===== src/hdl/ccg_pkg.sv =====
// Purpose: shared constants of the clock stop / slow-fast controller
// Assumes: one source clock edge of clk stands for one oscillator or external frequency pulse
// Notes:   status patterns are ordered {stop_status_line, status_bit_one, status_bit_zero}

package ccg_pkg;

    // ------------------------------------------------------------------
    // divider shapes, in source pulses
    // ------------------------------------------------------------------
    localparam logic [9:0] FAST_PERIOD   = 10'h003;   // divide by 3
    localparam logic [9:0] SLOW_PERIOD   = 10'h300;   // divide by 768
    localparam logic [9:0] FAST_CPU_LOW  = 10'h002;   // 33 percent high
    localparam logic [9:0] SLOW_CPU_LOW  = 10'h200;
    localparam logic [9:0] FAST_HALF_LOW = 10'h001;   // nearest to 50 percent at 3
    localparam logic [9:0] SLOW_HALF_LOW = 10'h180;
    localparam logic [1:0] PCLK_HALF     = 2'h2;      // toggle every 3 pulses
    localparam logic [1:0] DRAIN_CYCLES  = 2'h2;      // further cpu cycles before hold

    // ------------------------------------------------------------------
    // speed filter lengths and restart delay
    // ------------------------------------------------------------------
    localparam int unsigned SLOW_FILTER_PULSES = 195;
    localparam int unsigned FAST_FILTER_PULSES = 6;
    localparam int unsigned WARMUP_PULSES      = 8192;

    // ------------------------------------------------------------------
    // status patterns {stop line, bit one, bit zero}
    // ------------------------------------------------------------------
    localparam logic [2:0] STATUS_PASSIVE = 3'h7;     // 111
    localparam logic [2:0] STATUS_HALT    = 3'h3;     // 011

    // ------------------------------------------------------------------
    // pin synchroniser layout
    // ------------------------------------------------------------------
    localparam int unsigned PIN_S0    = 0;
    localparam int unsigned PIN_S1    = 1;
    localparam int unsigned PIN_STOP  = 2;
    localparam int unsigned PIN_SPEED = 3;
    localparam int unsigned PIN_START = 4;
    localparam int unsigned PIN_RESN  = 5;
    localparam int unsigned PIN_XSEL  = 6;
    localparam int unsigned PIN_COUNT = 7;
    localparam logic [6:0]  PIN_RESET = 7'h27;        // idle pin levels at reset

    // controller states
    typedef enum logic [1:0] {
        CCG_WARMUP,
        CCG_RUN,
        CCG_DRAIN,
        CCG_STOPPED
    } ccg_state_e;

endpackage : ccg_pkg


===== src/hdl/ccg_clock_ctrl.sv =====
// Purpose: stop / start of cpu, half-duty and peripheral clocks, slow / fast control of the cpu and half-duty clocks
// Assumes: clk is the selected source (oscillator or external frequency), all pins asynchronous
// Notes:   clocks are produced as registered levels, one source pulse per clk edge
`timescale 1ns/100ps
`default_nettype none

module ccg_clock_ctrl
    import ccg_pkg::*;
#(
    parameter int unsigned WARM_CYCLES = WARMUP_PULSES,       // crystal restart delay
    parameter int unsigned SLOW_PULSES = SLOW_FILTER_PULSES,  // slow request filter
    parameter int unsigned FAST_PULSES = FAST_FILTER_PULSES   // fast request filter
) (
    // clock and reset
    input  wire logic clk,
    input  wire logic resetn,
    // processor status / stop command pins
    input  wire logic status_bit_zero,
    input  wire logic status_bit_one,
    input  wire logic stop_status_line,
    // speed and restart pins
    input  wire logic speed_select,
    input  wire logic start,
    input  wire logic reset_input_n,
    // source strap: high selects external frequency, low crystal
    input  wire logic source_select,
    // generated clocks
    output logic      cpu_clock,
    output logic      half_duty_clock,
    output logic      peripheral_clock,
    // oscillator and source control
    output logic      oscillator_run,
    output logic      source_gated,
    // status
    output logic      clocks_stopped,
    output logic      fast_mode
);

    // -------------------------------------------------------------------
    // elaboration checks
    // -------------------------------------------------------------------
    if (WARM_CYCLES < 1 || WARM_CYCLES > 65535) begin : g_bad_warm
        $error("ccg_clock_ctrl: WARM_CYCLES out of range");
    end
    if (SLOW_PULSES < 1 || FAST_PULSES < 1) begin : g_bad_filter
        $error("ccg_clock_ctrl: filter lengths must be at least 1");
    end

    // -------------------------------------------------------------------
    // reset release synchroniser
    // -------------------------------------------------------------------
    logic rst_meta_q;   // first stage
    logic rst_n;        // released copy used everywhere

    // release through two flops so every register leaves reset on the same edge
    always_ff @(posedge clk or negedge resetn) begin
        if (!resetn) begin
            rst_meta_q <= 1'b0;
            rst_n      <= 1'b0;
        end else begin
            rst_meta_q <= 1'b1;
            rst_n      <= rst_meta_q;
        end
    end

    // -------------------------------------------------------------------
    // pin synchronisers
    // -------------------------------------------------------------------
    logic [PIN_COUNT-1:0] pin_raw;      // raw pins
    logic [PIN_COUNT-1:0] pin_meta_q;   // first stage, read only by second
    logic [PIN_COUNT-1:0] pin_q;        // synchronised pins

    assign pin_raw = {source_select, reset_input_n, start, speed_select,
                      stop_status_line, status_bit_one, status_bit_zero};

    // two flops on every pin before any logic looks at it
    always_ff @(posedge clk or negedge rst_n) begin
        if (!rst_n) begin
            pin_meta_q <= PIN_RESET;
            pin_q      <= PIN_RESET;
        end else begin
            pin_meta_q <= pin_raw;
            pin_q      <= pin_meta_q;
        end
    end

    logic       restart_cmd;    // start high or reset pin low
    logic       xtal_mode;      // crystal source selected
    logic [2:0] status_now;     // {stop line, bit one, bit zero}

    assign restart_cmd = pin_q[PIN_START] | ~pin_q[PIN_RESN];
    assign xtal_mode   = ~pin_q[PIN_XSEL];
    assign status_now  = {pin_q[PIN_STOP], pin_q[PIN_S1], pin_q[PIN_S0]};

    // -------------------------------------------------------------------
    // speed select filters
    // -------------------------------------------------------------------
    logic slow_hit;     // low long enough
    logic fast_hit;     // high long enough

    // slow needs a long low run so glitches cannot slow the cpu
    ccg_level_filter #(
        .COUNT (SLOW_PULSES),
        .LEVEL (1'b0)
    ) u_slow_filter (
        .clk      (clk),
        .rst_n    (rst_n),
        .level_in (pin_q[PIN_SPEED]),
        .hit      (slow_hit)
    );

    // fast needs only a short high run
    ccg_level_filter #(
        .COUNT (FAST_PULSES),
        .LEVEL (1'b1)
    ) u_fast_filter (
        .clk      (clk),
        .rst_n    (rst_n),
        .level_in (pin_q[PIN_SPEED]),
        .hit      (fast_hit)
    );

    // -------------------------------------------------------------------
    // state and counters
    // -------------------------------------------------------------------
    ccg_state_e  state_q;       // stop / run state
    logic [9:0]  cnt_q;         // position in the cpu period
    logic [1:0]  pdiv_q;        // peripheral half-period counter
    logic        pclk_q;        // peripheral clock level
    logic [1:0]  drain_q;       // cpu periods completed since stop recognised
    logic [15:0] warm_q;        // restart delay counter
    logic [2:0]  hist_q;        // previous status sample
    logic        hist_ok_q;     // history holds a sample taken since restart
    logic        want_fast_q;   // recognised speed request
    logic        fast_q;        // speed in effect

    logic [9:0]  period;        // cpu period length for the current speed
    logic [9:0]  cpu_low;       // low part of the cpu clock
    logic [9:0]  half_low;      // low part of the half-duty clock
    logic        at_last;       // at the final (high) count of the period
    logic        advance;       // clocks move on this edge
    logic        wrap;          // cpu period ends on this edge
    logic        rise_ev;       // cpu clock rises on this edge
    logic        pedge;         // peripheral clock toggles on this edge
    logic        halt_seen;     // halt pattern after passive pattern
    logic [9:0]  cnt_d;         // next period position

    // divide ratio follows the speed in effect
    assign period   = fast_q ? FAST_PERIOD   : SLOW_PERIOD;
    assign cpu_low  = fast_q ? FAST_CPU_LOW  : SLOW_CPU_LOW;
    assign half_low = fast_q ? FAST_HALF_LOW : SLOW_HALF_LOW;
    assign at_last  = (cnt_q == period - 10'h001);

    // clocks freeze only while stopped, warming up or at the end of the drain
    assign advance = (state_q == CCG_RUN) ||
                     (state_q == CCG_DRAIN && !(drain_q == DRAIN_CYCLES && at_last));
    assign wrap    = advance && at_last;
    assign rise_ev = advance && (cnt_q == cpu_low - 10'h001);
    assign pedge   = advance && (pdiv_q == PCLK_HALF);
    assign cnt_d   = !advance ? cnt_q : (at_last ? 10'h000 : cnt_q + 10'h001);

    // same decode whatever the speed; a held restart suppresses it
    assign halt_seen = rise_ev && hist_ok_q && !restart_cmd &&
                       (hist_q == STATUS_PASSIVE) && (status_now == STATUS_HALT);

    // -------------------------------------------------------------------
    // stop / run state machine
    // -------------------------------------------------------------------
    always_ff @(posedge clk or negedge rst_n) begin
        if (!rst_n) begin
            state_q <= CCG_WARMUP;
            warm_q  <= '0;
            drain_q <= '0;
        end else begin
            unique case (state_q)
                CCG_WARMUP: begin
                    // crystal must settle before the clocks resume
                    if (!xtal_mode || warm_q == 16'(WARM_CYCLES - 1)) begin
                        state_q <= CCG_RUN;
                        warm_q  <= '0;
                    end else begin
                        warm_q  <= warm_q + 16'h0001;
                    end
                end
                CCG_RUN: begin
                    if (halt_seen) begin
                        state_q <= CCG_DRAIN;
                        drain_q <= '0;
                    end
                end
                CCG_DRAIN: begin
                    if (restart_cmd) begin
                        state_q <= CCG_RUN;                // start cancels a pending stop
                    end else if (drain_q == DRAIN_CYCLES && at_last) begin
                        state_q <= CCG_STOPPED;            // hold high after two cycles
                    end else if (wrap) begin
                        drain_q <= drain_q + 2'h1;
                    end
                end
                CCG_STOPPED: begin
                    // start wins even with the stop line still low
                    if (restart_cmd) begin
                        state_q <= xtal_mode ? CCG_WARMUP : CCG_RUN;
                        warm_q  <= '0;
                    end
                end
            endcase
        end
    end

    // -------------------------------------------------------------------
    // status history, sampled on cpu clock rises
    // -------------------------------------------------------------------
    always_ff @(posedge clk or negedge rst_n) begin
        if (!rst_n) begin
            hist_q    <= '0;
            hist_ok_q <= 1'b0;
        end else if (restart_cmd) begin
            // forget history so a fresh 111 then 011 is needed
            hist_q    <= '0;
            hist_ok_q <= 1'b0;
        end else if (rise_ev) begin
            hist_q    <= status_now;
            hist_ok_q <= 1'b1;
        end
    end

    // -------------------------------------------------------------------
    // speed selection
    // -------------------------------------------------------------------
    // request flag follows the filters; restart with select high forces fast
    always_ff @(posedge clk or negedge rst_n) begin
        if (!rst_n) begin
            want_fast_q <= 1'b1;
        end else if (restart_cmd && pin_q[PIN_SPEED]) begin
            want_fast_q <= 1'b1;
        end else if (fast_hit) begin
            want_fast_q <= 1'b1;
        end else if (slow_hit) begin
            want_fast_q <= 1'b0;
        end
    end

    // the ratio changes only where a peripheral edge meets a cpu period end,
    // so both cpu clocks keep their phase and no short pulse appears
    always_ff @(posedge clk or negedge rst_n) begin
        if (!rst_n) begin
            fast_q <= 1'b1;
        end else if (wrap && pedge) begin
            fast_q <= want_fast_q;
        end
    end

    // -------------------------------------------------------------------
    // cpu period counter and cpu clocks
    // -------------------------------------------------------------------
    // both clocks fall together at count zero; frozen counter holds them high
    always_ff @(posedge clk or negedge rst_n) begin
        if (!rst_n) begin
            cnt_q           <= FAST_PERIOD - 10'h001;
            cpu_clock       <= 1'b1;
            half_duty_clock <= 1'b1;
        end else begin
            cnt_q           <= cnt_d;
            cpu_clock       <= (cnt_d >= cpu_low);
            half_duty_clock <= (cnt_d >= half_low);
        end
    end

    // -------------------------------------------------------------------
    // peripheral clock, source divided by 6
    // -------------------------------------------------------------------
    // speed never enters here; a stop freezes whatever level it has
    always_ff @(posedge clk or negedge rst_n) begin
        if (!rst_n) begin
            pdiv_q <= PCLK_HALF;
            pclk_q <= 1'b1;
        end else if (advance) begin
            pdiv_q <= pedge ? 2'h0 : pdiv_q + 2'h1;
            if (pedge) begin
                pclk_q <= ~pclk_q;
            end
        end
    end

    assign peripheral_clock = pclk_q;

    // -------------------------------------------------------------------
    // oscillator and source gating
    // -------------------------------------------------------------------
    // crystal mode stops the oscillator; external mode only gates the source.
    // slow mode never touches the oscillator
    always_ff @(posedge clk or negedge rst_n) begin
        if (!rst_n) begin
            oscillator_run <= 1'b1;
            source_gated   <= 1'b0;
            clocks_stopped <= 1'b0;
            fast_mode      <= 1'b1;
        end else begin
            oscillator_run <= !(state_q == CCG_STOPPED && xtal_mode);
            source_gated   <= (state_q == CCG_STOPPED) && !xtal_mode;
            clocks_stopped <= (state_q == CCG_STOPPED);
            fast_mode      <= fast_q;
        end
    end

    // the far side must raise the stop line for a cpu cycle before lowering it;
    // the history check above depends on that

endmodule : ccg_clock_ctrl

`default_nettype wire


===== src/hdl/ccg_level_filter.sv =====
// Purpose: counts consecutive clock pulses at one level of an input
// Assumes: input already synchronised to clk
// Notes:   hit is a one-cycle pulse when the run length reaches COUNT
`timescale 1ns/100ps
`default_nettype none

module ccg_level_filter #(
    parameter int unsigned COUNT = 6,       // pulses the level must stand
    parameter bit          LEVEL = 1'b1     // level being watched
) (
    // clock and reset
    input  wire logic clk,
    input  wire logic rst_n,
    // watched input
    input  wire logic level_in,
    // result
    output logic      hit
);

    localparam int unsigned W = $clog2(COUNT + 1);

    // -------------------------------------------------------------------
    // elaboration check
    // -------------------------------------------------------------------
    if (COUNT < 1) begin : g_bad_count
        $error("ccg_level_filter: COUNT must be at least 1");
    end

    logic [W-1:0] run_q;    // pulses seen at the watched level
    logic         prev_q;   // level on the previous pulse

    // run counter restarts whenever the input changes level
    always_ff @(posedge clk or negedge rst_n) begin
        if (!rst_n) begin
            run_q  <= '0;
            prev_q <= ~LEVEL;
        end else begin
            prev_q <= level_in;
            if (level_in != LEVEL || prev_q != level_in) begin
                // a change (or the wrong level) starts the run over
                run_q <= (level_in == LEVEL) ? W'(1) : '0;
            end else if (run_q != W'(COUNT)) begin
                run_q <= run_q + W'(1);
            end
        end
    end

    // single pulse when the run first reaches its length
    assign hit = (level_in == LEVEL) && (prev_q == level_in) && (run_q == W'(COUNT - 1));

endmodule : ccg_level_filter

`default_nettype wire


===== config.mk =====
export PLATFORM = sky130hd
export DESIGN_NAME = ccg_clock_ctrl
export DESIGN_NICKNAME = d
export VERILOG_FILES = /design/src/hdl/ccg_pkg.sv /design/src/hdl/ccg_clock_ctrl.sv /design/src/hdl/ccg_level_filter.sv
export SDC_FILE = /design/constraint.sdc
export NUM_CORES = 1
export LEC_CHECK = 0
export ABC_AREA = 1
export BUFFER_PORTS_ARGS = -buffer_cell sky130_fd_sc_hd__buf_2
export CORE_MARGIN = 5
export CORE_UTILIZATION = 60
export DETAILED_ROUTE_END_ITERATION = 12
export PLACE_DENSITY_LB_ADDON = 0.2
export SLEW_MARGIN = 25
export SYNTH_ARGS = -nofsm -noshare
export SYNTH_HDL_FRONTEND = slang
export SYNTH_SLANG_ARGS = --single-unit

===== constraint.sdc =====
create_clock -name clk -period 3.1 [get_ports clk]
set_input_delay 0.155 -clock clk [delete_from_list [all_inputs] [get_ports clk]]
set_output_delay 0.155 -clock clk [all_outputs]
set_load 0.02 [all_outputs]

==> impl_results.html, run 1 <==
<table>
<tr><th>Metric</th><th>Value</th></tr>
<tr><th colspan="2">Outcome</th></tr>
<tr><td>Result of the run</td><td>completed</td></tr>
<tr><th colspan="2">Synthesis</th></tr>
<tr><td>Most frequently used cell type in the post-synthesis netlist</td><td>sky130_fd_sc_hd__nand2_1</td></tr>
<tr><td>Mapped cell area</td><td>3625 um2</td></tr>
<tr><td>Top cells by area in the synthesized netlist</td><td>sky130_fd_sc_hd__dfrtp_1, sky130_fd_sc_hd__dfstp_2, sky130_fd_sc_hd__nand2_1</td></tr>
<tr><td>Count of flip-flops with a built-in enable after synthesis</td><td>0</td></tr>
<tr><td>Post-synthesis cell count</td><td>416</td></tr>
<tr><td>Synthesized flop and latch total</td><td>74</td></tr>
<tr><td>Asr flop ratio synth</td><td>1.000</td></tr>
<tr><td>Mapped Nets</td><td>438</td></tr>
<tr><td>Mean instance size in the synthesized netlist</td><td>8.713 um2</td></tr>
<tr><td>Main flop type after synthesis</td><td>sky130_fd_sc_hd__dfrtp_1</td></tr>
<tr><td>Library cell with the largest summed area after synthesis</td><td>sky130_fd_sc_hd__dfrtp_1</td></tr>
<tr><td>Sequential area share after synthesis</td><td>0.5171</td></tr>
<tr><td>Leading cell types by count after synthesis</td><td>sky130_fd_sc_hd__nand2_1, sky130_fd_sc_hd__inv_1, sky130_fd_sc_hd__dfrtp_1, sky130_fd_sc_hd__nor2_1, sky130_fd_sc_hd__nand3_1</td></tr>
<tr><td>Area share of the largest cell type after synthesis</td><td>0.3866</td></tr>
<tr><td>Yosys cell types</td><td>32</td></tr>
<tr><td>Yosys Warn Count</td><td>0</td></tr>
<tr><th colspan="2">Critical path</th></tr>
<tr><td>Required time of the worst setup path</td><td>3.37 ns</td></tr>
<tr><td>Top fanout value on the critical path</td><td>21</td></tr>
<tr><td>Endpoint of the most critical setup path</td><td>half_duty_clock</td></tr>
<tr><td>Startpoint type of the worst setup path</td><td>register</td></tr>
<tr><td>Launch point of the worst reg-to-reg path</td><td>fast_q</td></tr>
<tr><td>Worst setup EP type</td><td>register</td></tr>
<tr><td>Slowest cell on the critical path</td><td>sky130_fd_sc_hd__dfstp_2</td></tr>
<tr><td>Setup Crit Path Kind</td><td>reg2reg</td></tr>
<tr><td>Length in cells of the worst reg-to-reg path</td><td>13</td></tr>
<tr><td>Endpoint of the most critical register-to-register path</td><td>half_duty_clock</td></tr>
<tr><td>Slowest stage delay, CP</td><td>0.67 ns</td></tr>
<tr><td>Cell breakdown of the critical path</td><td>inv_2 -&gt; nor2_1 -&gt; nand3_1 -&gt; nand2_1 -&gt; nand4_1 -&gt; nand2_2 -&gt; nand2_2 -&gt; o21ai_1 -&gt; inv_1 -&gt; ha_1 -&gt; a21oi_1 -&gt; o21a_1 -&gt; nand2_1</td></tr>
<tr><td>CP Launch Point</td><td>fast_q</td></tr>
<tr><td>Worst path arrival time</td><td>2.76 ns</td></tr>
<tr><td>R2R setup slack</td><td>0.61 ns</td></tr>
<tr><th colspan="2">Clock tree</th></tr>
<tr><td>Hold-fix buffers at CTS</td><td>8</td></tr>
<tr><td>Clock latency on the worst-skew pair</td><td>0.34 ns</td></tr>
<tr><td>CTS tree</td><td>built</td></tr>
<tr><td>Total clock sinks</td><td>74</td></tr>
<tr><td>Post-CTS setup repair buffer count</td><td>0</td></tr>
<tr><td>Number of gates given a new drive strength after cts</td><td>0</td></tr>
<tr><td>TritonCTS Buffers</td><td>9</td></tr>
<tr><td>Clock Pin Slew Worst Setup and Hold Paths</td><td>0.08 ns</td></tr>
<tr><td>CTS root buffer</td><td>sky130_fd_sc_hd__clkbuf_8</td></tr>
<tr><td>Number of buffers between clock root and the deepest sink</td><td>2</td></tr>
<tr><td>Htree depth</td><td>3</td></tr>
<tr><th colspan="2">Route</th></tr>
<tr><td>DRC violations left</td><td>0</td></tr>
<tr><td>Via count of the routed design</td><td>2756</td></tr>
<tr><td>WL/cell</td><td>12.82 um</td></tr>
<tr><td>Total Wirelength</td><td>6.754 mm</td></tr>
<tr><td>Vias per inst</td><td>5.230</td></tr>
<tr><td>First drt pass iteration count</td><td>4</td></tr>
<tr><td>DR iter-0 viols</td><td>159</td></tr>
<tr><td>Antenna Violating Nets Remaining</td><td>0</td></tr>
<tr><th colspan="2">STA</th></tr>
<tr><td>RSZ-0062 raised after global routing</td><td>false</td></tr>
<tr><td>Fin. max-slew vios</td><td>0</td></tr>
<tr><td>Period minus WS final</td><td>2.492 ns</td></tr>
<tr><td>Ratio of final minimum period to clock period</td><td>0.8038</td></tr>
<tr><td>Transition time of the tightest slew-check pin</td><td>0.8758 ns</td></tr>
<tr><td>Max-slew headroom</td><td>0.4161</td></tr>
<tr><td>Hold Fails Final Rpt</td><td>0</td></tr>
<tr><td>Setup violation total in the final timing report</td><td>0</td></tr>
<tr><td>Maximum operating frequency</td><td>401.3 MHz</td></tr>
<tr><td>Clock Skews</td><td>0.009281 ns</td></tr>
<tr><td>Setup TNS</td><td>0 ns</td></tr>
<tr><th colspan="2">Placed design</th></tr>
<tr><td>HPWL Detailed</td><td>4.512 mm</td></tr>
<tr><td>Post-detailed-placement cell area</td><td>3780 um2</td></tr>
<tr><td>Number of input and output port buffers inserted</td><td>15</td></tr>
<tr><td>Global placer's final weighted congestion</td><td>0.8797</td></tr>
<tr><th colspan="2">Hold path</th></tr>
<tr><td>Type of the most critical hold path</td><td>in2async</td></tr>
<tr><th colspan="2">Pwr</th></tr>
<tr><td>Pwr per Cell Area</td><td>764.7 nW/um2</td></tr>
<tr><td>Sequential power share</td><td>0.413</td></tr>
<tr><td>Share of total power consumed by net switching</td><td>0.3583</td></tr>
<tr><td>Relative contribution of combinational cells to total power</td><td>0.301</td></tr>
<tr><td>Leakage power figure</td><td>1.889 nW</td></tr>
<tr><td>Clock network power share</td><td>0.286</td></tr>
<tr><td>Internal</td><td>2.014 mW</td></tr>
<tr><td>Reported net switching power</td><td>1.124 mW</td></tr>
<tr><td>Maximum resistive drop on vdd</td><td>0.5281 mV</td></tr>
<tr><th colspan="2">Layout</th></tr>
<tr><td>Total of fill cells in the finished design</td><td>432</td></tr>
<tr><td>Cell area after layout</td><td>4104 um2</td></tr>
<tr><td>Net count of the finished layout</td><td>469</td></tr>
<tr><td>Layout cell share with drive strength beyond 1</td><td>0.1416</td></tr>
<tr><td>Final design utilization</td><td>0.6973</td></tr>
<tr><td>Total inserted antenna cells</td><td>0</td></tr>
<tr><td>Area growth from synthesis to final layout</td><td>13.22%</td></tr>
<tr><th colspan="2">Global route</th></tr>
<tr><td>Global router's overall resource usage</td><td>0.2061</td></tr>
<tr><td>Number of global-route vias before repair</td><td>2834</td></tr>
<tr><td>Initial antenna violation count</td><td>0</td></tr>
<tr><td>Pin count of the biggest net entering global routing</td><td>73</td></tr>
<tr><td>Total gr overflow</td><td>0</td></tr>
<tr><td>Wire length of the first global-routing pass</td><td>12.42 mm</td></tr>
<tr><th colspan="2">Die</th></tr>
<tr><td>Number of core rows</td><td>28</td></tr>
<tr><td>Width of the die</td><td>87.73 um</td></tr>
<tr><td>Total die area</td><td>7696 um2</td></tr>
<tr><td>Top-Level Pins</td><td>16</td></tr>
<tr><td>Area of the core</td><td>5886 um2</td></tr>
<tr><td>Initial core utilization</td><td>0.6159</td></tr>
<tr><td>Height of the die</td><td>87.73 um</td></tr>
<tr><th colspan="2">Flow run</th></tr>
<tr><td>MaxCap Viol Count</td><td>0</td></tr>
</table>
[cell usage in the layout (no fill, tap or decap), types with 3 or more instances in the layout]
cell / synthesis / layout
sky130_fd_sc_hd__buf_2: 3 / 15
sky130_fd_sc_hd__xnor2_1: 4 / 4
sky130_fd_sc_hd__dlygate4sd3_1: 0 / 8
sky130_fd_sc_hd__dfrtp_1: 56 / 55
sky130_fd_sc_hd__nand4_1: 7 / 7
sky130_fd_sc_hd__nand2_1: 78 / 78
sky130_fd_sc_hd__inv_2: 3 / 3
sky130_fd_sc_hd__o21ai_1: 11 / 11
sky130_fd_sc_hd__nand3_1: 28 / 28
sky130_fd_sc_hd__xor2_1: 16 / 16
sky130_fd_sc_hd__inv_1: 64 / 64
sky130_fd_sc_hd__nor3_1: 9 / 9
sky130_fd_sc_hd__a21oi_1: 15 / 15
sky130_fd_sc_hd__nor2_1: 38 / 38
sky130_fd_sc_hd__ha_1: 13 / 13
sky130_fd_sc_hd__nand2_2: 4 / 4
sky130_fd_sc_hd__clkbuf_8: 0 / 10
sky130_fd_sc_hd__o22ai_1: 9 / 9
sky130_fd_sc_hd__dfstp_2: 18 / 18
sky130_fd_sc_hd__bufinv_16: 0 / 3
sky130_fd_sc_hd__o21ai_0: 18 / 18
sky130_fd_sc_hd__nor3_2: 4 / 4
[critical path: cells and delay by family (launching register included)]
family / cells / cell delay, ns
fa+ha+maj: 1 / 0.29
flops: 1 / 0.67
buf+inv: 2 / 0.17
simple gates: 7 / 0.79
compound gates: 3 / 0.52
[cell families (layout without fill, tap and decap cells)]
logic type                 Yosys count  count (layout)  share of synthesized area
other                                1               1                   0.001035
DFF                                 74              74                     0.5171
xor gates and xnor gates            20              20                    0.04832
and+or+nand+nor                    175             175                     0.2175
muxes                                1               1                   0.002762
buffers and inverters               72             108                    0.07766
adders and majority gates           13              13                    0.04488
AOI/OAI and AO/OA                   60              60                    0.09078
[how the worst min path moves through the flow]
stage,start,cells after the start,to
finish,resetn,2,rst_meta_q
CTS,resetn,2,rst_n
global route,resetn,2,rst_n
detailed placement,resetn,1,rst_meta_q
global placement,resetn,1,rst_meta_q
floorplan,resetn,0,rst_meta_q
[per-layer routing]
metal  vias to the layer above  track usage  wire length (um)
met4                         0      0.07252               105
met3                         9      0.04986               257
met2                        50       0.3253              3157
li1                       1405            -                 -
met1                      1292       0.2796              3233
met5                         -            0                 0
[through the flow]
| step | hold WS (ns) | power, mW | setup slack, ns | instances |
|---|---|---|---|---|
| finish | 0.1280 | 3.138 | 0.6082 | 527 |
| global placement | -0.05973 | 2.227 | 0.7356 | 503 |
| detailed placement | -0.05724 | 2.240 | 0.6268 | 503 |
| CTS | 0.1138 | 3.157 | 0.6311 | 527 |
| floorplan | -0.1406 | 2.045 | 0.9181 | 416 |
| global route | 0.1209 | 3.390 | 0.3397 | 527 |
[state kept, by name, indices dropped and copies added (netlist names), 3 cells and up]
| name | count |
|---|---|
| pin_meta_q | 7 |
| cnt_q | 10 |
| hist_q | 3 |
| u_slow_filter.run_q | 8 |
| u_fast_filter.run_q | 3 |
| pin_q | 7 |
| warm_q | 16 |
[cell type report]
cell class / count / area, um2 / area share
clock buffer: 12 / 145.1 / 0.03537
clock inverter: 4 / 98.84 / 0.02409
inverter: 67 / 251.5 / 0.06128
multi-input combinational: 270 / 1469 / 0.3579
sequential: 74 / 1876 / 0.4570
tap: 75 / 93.84 / 0.02287
timing repair buffer: 25 / 170.2 / 0.04146
[power groups by stage]
stage / registers, mW / logic, mW / clock network, mW
finish: 1.30 / 0.944 / 0.899
global placement: 1.31 / 0.917 / 0
CTS: 1.29 / 0.948 / 0.915
floorplan: 1.31 / 0.736 / 0
global route: 1.32 / 1.10 / 0.965
detailed placement: 1.31 / 0.931 / 0
Note: power is estimated with default switching activity, not from simulation.
==> inputs of run 2 (changes only) <==
==> constraint.sdc (replaced) <==
create_clock -name clk -period 2.55 [get_ports clk]
set_input_delay 0.1275 -clock clk [delete_from_list [all_inputs] [get_ports clk]]
set_output_delay 0.1275 -clock clk [all_outputs]
set_load 0.02 [all_outputs]
==> run 2 against run 1 <==
Against the previous run:
- sequential power is 22% higher
- via count up 1.7%
- clock skew rose by 0.0048 ns
- die area stayed put
- cell area fell by 0.76%
- first-iteration DRC count down 8.2%
- global-route usage up 0.37 points
- routed wire length is 4.3% higher
- sequential share of layout area increased by 0.35 points
- hold slack worse by 0.021 ns
- core utilization is 0.53 points lower
==> impl_results.html, run 2 (synthesis results as in run 1) <==
<table>
<tr><th>Metric</th><th>Value</th></tr>
<tr><th colspan="2">Outcome</th></tr>
<tr><td>Result of the run</td><td>completed (unchanged)</td></tr>
<tr><th colspan="2">Placed design</th></tr>
<tr><td>HPWL Detailed</td><td>4.881 mm (was 4.512 mm)</td></tr>
<tr><td>Global placer's final weighted congestion</td><td>0.9332 (was 0.8797)</td></tr>
<tr><td>Post-placement worst setup slack</td><td>0.1380 ns (was 0.6268 ns)</td></tr>
<tr><td>Number of input and output port buffers inserted</td><td>15 (unchanged)</td></tr>
<tr><td>Placed cell count</td><td>506 (was 503)</td></tr>
<tr><td>Post-detailed-placement cell area</td><td>3815 um2 (was 3780 um2)</td></tr>
<tr><th colspan="2">Layout</th></tr>
<tr><td>Cell area after layout</td><td>4073 um2 (was 4104 um2)</td></tr>
<tr><td>Registers with the highest flip-flop counts</td><td>warm_q (16), cnt_q (10), u_slow_filter.run_q (8) (unchanged)</td></tr>
<tr><td>Most frequent cells in the layout</td><td>sky130_fd_sc_hd__nand2_1, sky130_fd_sc_hd__inv_1, sky130_fd_sc_hd__dfrtp_1 (unchanged)</td></tr>
<tr><td>Net count of the finished layout</td><td>473 (was 469)</td></tr>
<tr><td>Max reg flops</td><td>16 (unchanged)</td></tr>
<tr><td>Area growth from synthesis to final layout</td><td>12.36% (was 13.22%)</td></tr>
<tr><td>Final design utilization</td><td>0.6920 (was 0.6973)</td></tr>
<tr><td>Total inserted antenna cells</td><td>0 (unchanged)</td></tr>
<tr><td>Most flops, register</td><td>warm_q (unchanged)</td></tr>
<tr><td>Layout cell share with drive strength beyond 1</td><td>0.1491 (was 0.1416)</td></tr>
<tr><td>Total of fill cells in the finished design</td><td>466 (was 432)</td></tr>
<tr><td>Most common library cell in the layout ignoring fill and taps</td><td>sky130_fd_sc_hd__nand2_1 (unchanged)</td></tr>
<tr><td>Number of non-filler instances in the completed layout</td><td>531 (was 527)</td></tr>
<tr><th colspan="2">Global route</th></tr>
<tr><td>Global router's overall resource usage</td><td>0.2098 (was 0.2061)</td></tr>
<tr><td>Total gr overflow</td><td>0 (unchanged)</td></tr>
<tr><td>Pin count of the biggest net entering global routing</td><td>44 (was 73)</td></tr>
<tr><td>Number of global-route vias before repair</td><td>2757 (was 2834)</td></tr>
<tr><td>Wire length of the first global-routing pass</td><td>12.56 mm (was 12.42 mm)</td></tr>
<tr><td>Initial antenna violation count</td><td>0 (unchanged)</td></tr>
<tr><th colspan="2">Die</th></tr>
<tr><td>Area of the core</td><td>5886 um2 (unchanged)</td></tr>
<tr><td>Top-Level Pins</td><td>16 (unchanged)</td></tr>
<tr><td>Initial core utilization</td><td>0.6159 (unchanged)</td></tr>
<tr><td>Height of the die</td><td>87.73 um (unchanged)</td></tr>
<tr><td>Total die area</td><td>7696 um2 (unchanged)</td></tr>
<tr><td>Number of core rows</td><td>28 (unchanged)</td></tr>
<tr><td>Width of the die</td><td>87.73 um (unchanged)</td></tr>
<tr><th colspan="2">Pwr</th></tr>
<tr><td>Maximum resistive drop on vdd</td><td>0.6506 mV (was 0.5281 mV)</td></tr>
<tr><td>Pwr per Cell Area</td><td>878.6 nW/um2 (was 764.7 nW/um2)</td></tr>
<tr><td>Design Power</td><td>3.578 mW (was 3.138 mW)</td></tr>
<tr><td>Leakage power figure</td><td>1.878 nW (was 1.889 nW)</td></tr>
<tr><th colspan="2">Clock tree</th></tr>
<tr><td>Clock Pin Slew Worst Setup and Hold Paths</td><td>0.07 ns (was 0.08 ns)</td></tr>
<tr><td>CTS tree</td><td>built (unchanged)</td></tr>
<tr><td>CTS root buffer</td><td>sky130_fd_sc_hd__clkbuf_8 (unchanged)</td></tr>
<tr><td>Clock latency on the worst-skew pair</td><td>0.34 ns (about the same)</td></tr>
<tr><td>Total clock sinks</td><td>74 (unchanged)</td></tr>
<tr><td>Htree depth</td><td>3 (unchanged)</td></tr>
<tr><td>TritonCTS Buffers</td><td>9 (unchanged)</td></tr>
<tr><td>Number of buffers between clock root and the deepest sink</td><td>2 (unchanged)</td></tr>
<tr><th colspan="2">Critical path</th></tr>
<tr><td>Length in cells of the worst reg-to-reg path</td><td>13 (unchanged)</td></tr>
<tr><td>Startpoint type of the worst setup path</td><td>register (unchanged)</td></tr>
<tr><td>CP Launch Point</td><td>fast_q (unchanged)</td></tr>
<tr><td>Worst path arrival time</td><td>2.56 ns (was 2.76 ns)</td></tr>
<tr><td>Launch point of the worst reg-to-reg path</td><td>fast_q (unchanged)</td></tr>
<tr><td>Required time of the worst setup path</td><td>2.82 ns (was 3.37 ns)</td></tr>
<tr><td>Setup Crit Path Kind</td><td>reg2reg (unchanged)</td></tr>
<tr><td>Top fanout value on the critical path</td><td>13 (was 21)</td></tr>
<tr><td>R2R setup slack</td><td>0.27 ns (was 0.61 ns)</td></tr>
<tr><td>Endpoint of the most critical register-to-register path</td><td>half_duty_clock (unchanged)</td></tr>
<tr><td>Worst setup EP type</td><td>register (unchanged)</td></tr>
<tr><th colspan="2">Flow run</th></tr>
<tr><td>MaxCap Viol Count</td><td>0 (unchanged)</td></tr>
<tr><th colspan="2">Hold path</th></tr>
<tr><td>Type of the most critical hold path</td><td>in2async (unchanged)</td></tr>
<tr><th colspan="2">STA</th></tr>
<tr><td>Post-route setup slack</td><td>0.2680 ns (was 0.6082 ns)</td></tr>
<tr><td>Hold Fails Final Rpt</td><td>0 (unchanged)</td></tr>
<tr><td>Final Hold Slack</td><td>0.1069 ns (was 0.1280 ns)</td></tr>
<tr><td>Period minus WS final</td><td>2.282 ns (was 2.492 ns)</td></tr>
<tr><td>Ratio of final minimum period to clock period</td><td>0.8949 (was 0.8038)</td></tr>
<tr><td>Setup TNS</td><td>0 ns (unchanged)</td></tr>
<tr><td>Max-slew headroom</td><td>0.5532 (was 0.4161)</td></tr>
<tr><td>Transition time of the tightest slew-check pin</td><td>0.6702 ns (was 0.8758 ns)</td></tr>
<tr><td>RSZ-0062 raised after global routing</td><td>false (unchanged)</td></tr>
<tr><td>Clock Skews</td><td>0.01405 ns (was 0.009281 ns)</td></tr>
<tr><td>Fin. max-slew vios</td><td>0 (unchanged)</td></tr>
<tr><td>Setup violation total in the final timing report</td><td>0 (unchanged)</td></tr>
<tr><td>Maximum operating frequency</td><td>438.2 MHz (was 401.3 MHz)</td></tr>
<tr><th colspan="2">Route</th></tr>
<tr><td>Via count of the routed design</td><td>2802 (was 2756)</td></tr>
<tr><td>Antenna Violating Nets Remaining</td><td>0 (unchanged)</td></tr>
<tr><td>DR iter-0 viols</td><td>146 (was 159)</td></tr>
<tr><td>Vias per inst</td><td>5.277 (was 5.230)</td></tr>
<tr><td>DRC violations left</td><td>0 (unchanged)</td></tr>
<tr><td>First drt pass iteration count</td><td>6 (was 4)</td></tr>
<tr><td>WL/cell</td><td>13.27 um (was 12.82 um)</td></tr>
<tr><td>Total Wirelength</td><td>7.047 mm (was 6.754 mm)</td></tr>
</table>
[run 2: power breakdown]
| group | total [mW] | internal (mW) | switching [mW] |
|---|---|---|---|
| clock | 0.782 | 0.378 | 0.404 |
| sequential | 1.59 | 1.39 | 0.198 |
| combinational | 1.21 | 0.413 | 0.792 |
[run 2: timing repair]
| item | 4_1_cts | 5_1_grt |
|---|---|---|
| gates resized for setup | 0 | 1 |
| setup endpoints to repair | 0 | 3 |
| setup buffers | 0 | 1 |
| hold buffers | 8 | 0 |
| endpoints found under the hold margin | 9 | 0 |
[run 2: routing by layer]
layer,vias up,GRT usage,share of wire
met5,-,0,0
met4,0,0.07671,0.013
met3,10,0.04798,0.051
met2,79,0.3267,0.47
met1,1307,0.2890,0.47
li1,1406,-,-
[run 2: how the worst max path moves through the flow]
stage | endpoint | slack [ns] | depth (start not counted)
final | half_duty_clock | 0.27 | 13
after global routing | state_q[0] | 0.02 | 12
after CTS | half_duty_clock | 0.14 | 13
after detailed placement | half_duty_clock | 0.14 | 13
after global placement | cpu_clock | 0.27 | 17
after floorplan | clocks_stopped | 0.37 | 0
[run 2: cell type report]
| class | instances | area (um2) | area share |
|---|---|---|---|
| tap | 75 | 93.84 | 0.02304 |
| inverter | 67 | 251.5 | 0.06175 |
| clock inverter | 3 | 17.52 | 0.004301 |
| sequential | 74 | 1876 | 0.4605 |
| clock buffer | 13 | 148.9 | 0.03656 |
| timing repair buffer | 29 | 212.7 | 0.05223 |
| multi-input combinational | 270 | 1473 | 0.3616 |
[run 2: worst max-delay path, stage by stage, from the launching register on]
cell	delay, ns
sky130_fd_sc_hd__dfstp_2	0.61
sky130_fd_sc_hd__inv_2	0.07
sky130_fd_sc_hd__nor2_1	0.08
sky130_fd_sc_hd__nand3_1	0.07
sky130_fd_sc_hd__nand2_1	0.10
sky130_fd_sc_hd__nand4_1	0.12
sky130_fd_sc_hd__nand2_2	0.12
sky130_fd_sc_hd__nand2_2	0.17
sky130_fd_sc_hd__o21ai_2	0.19
sky130_fd_sc_hd__inv_1	0.08
sky130_fd_sc_hd__ha_1	0.29
sky130_fd_sc_hd__a21oi_1	0.16
sky130_fd_sc_hd__o21a_1	0.12
sky130_fd_sc_hd__nand2_1	0.05
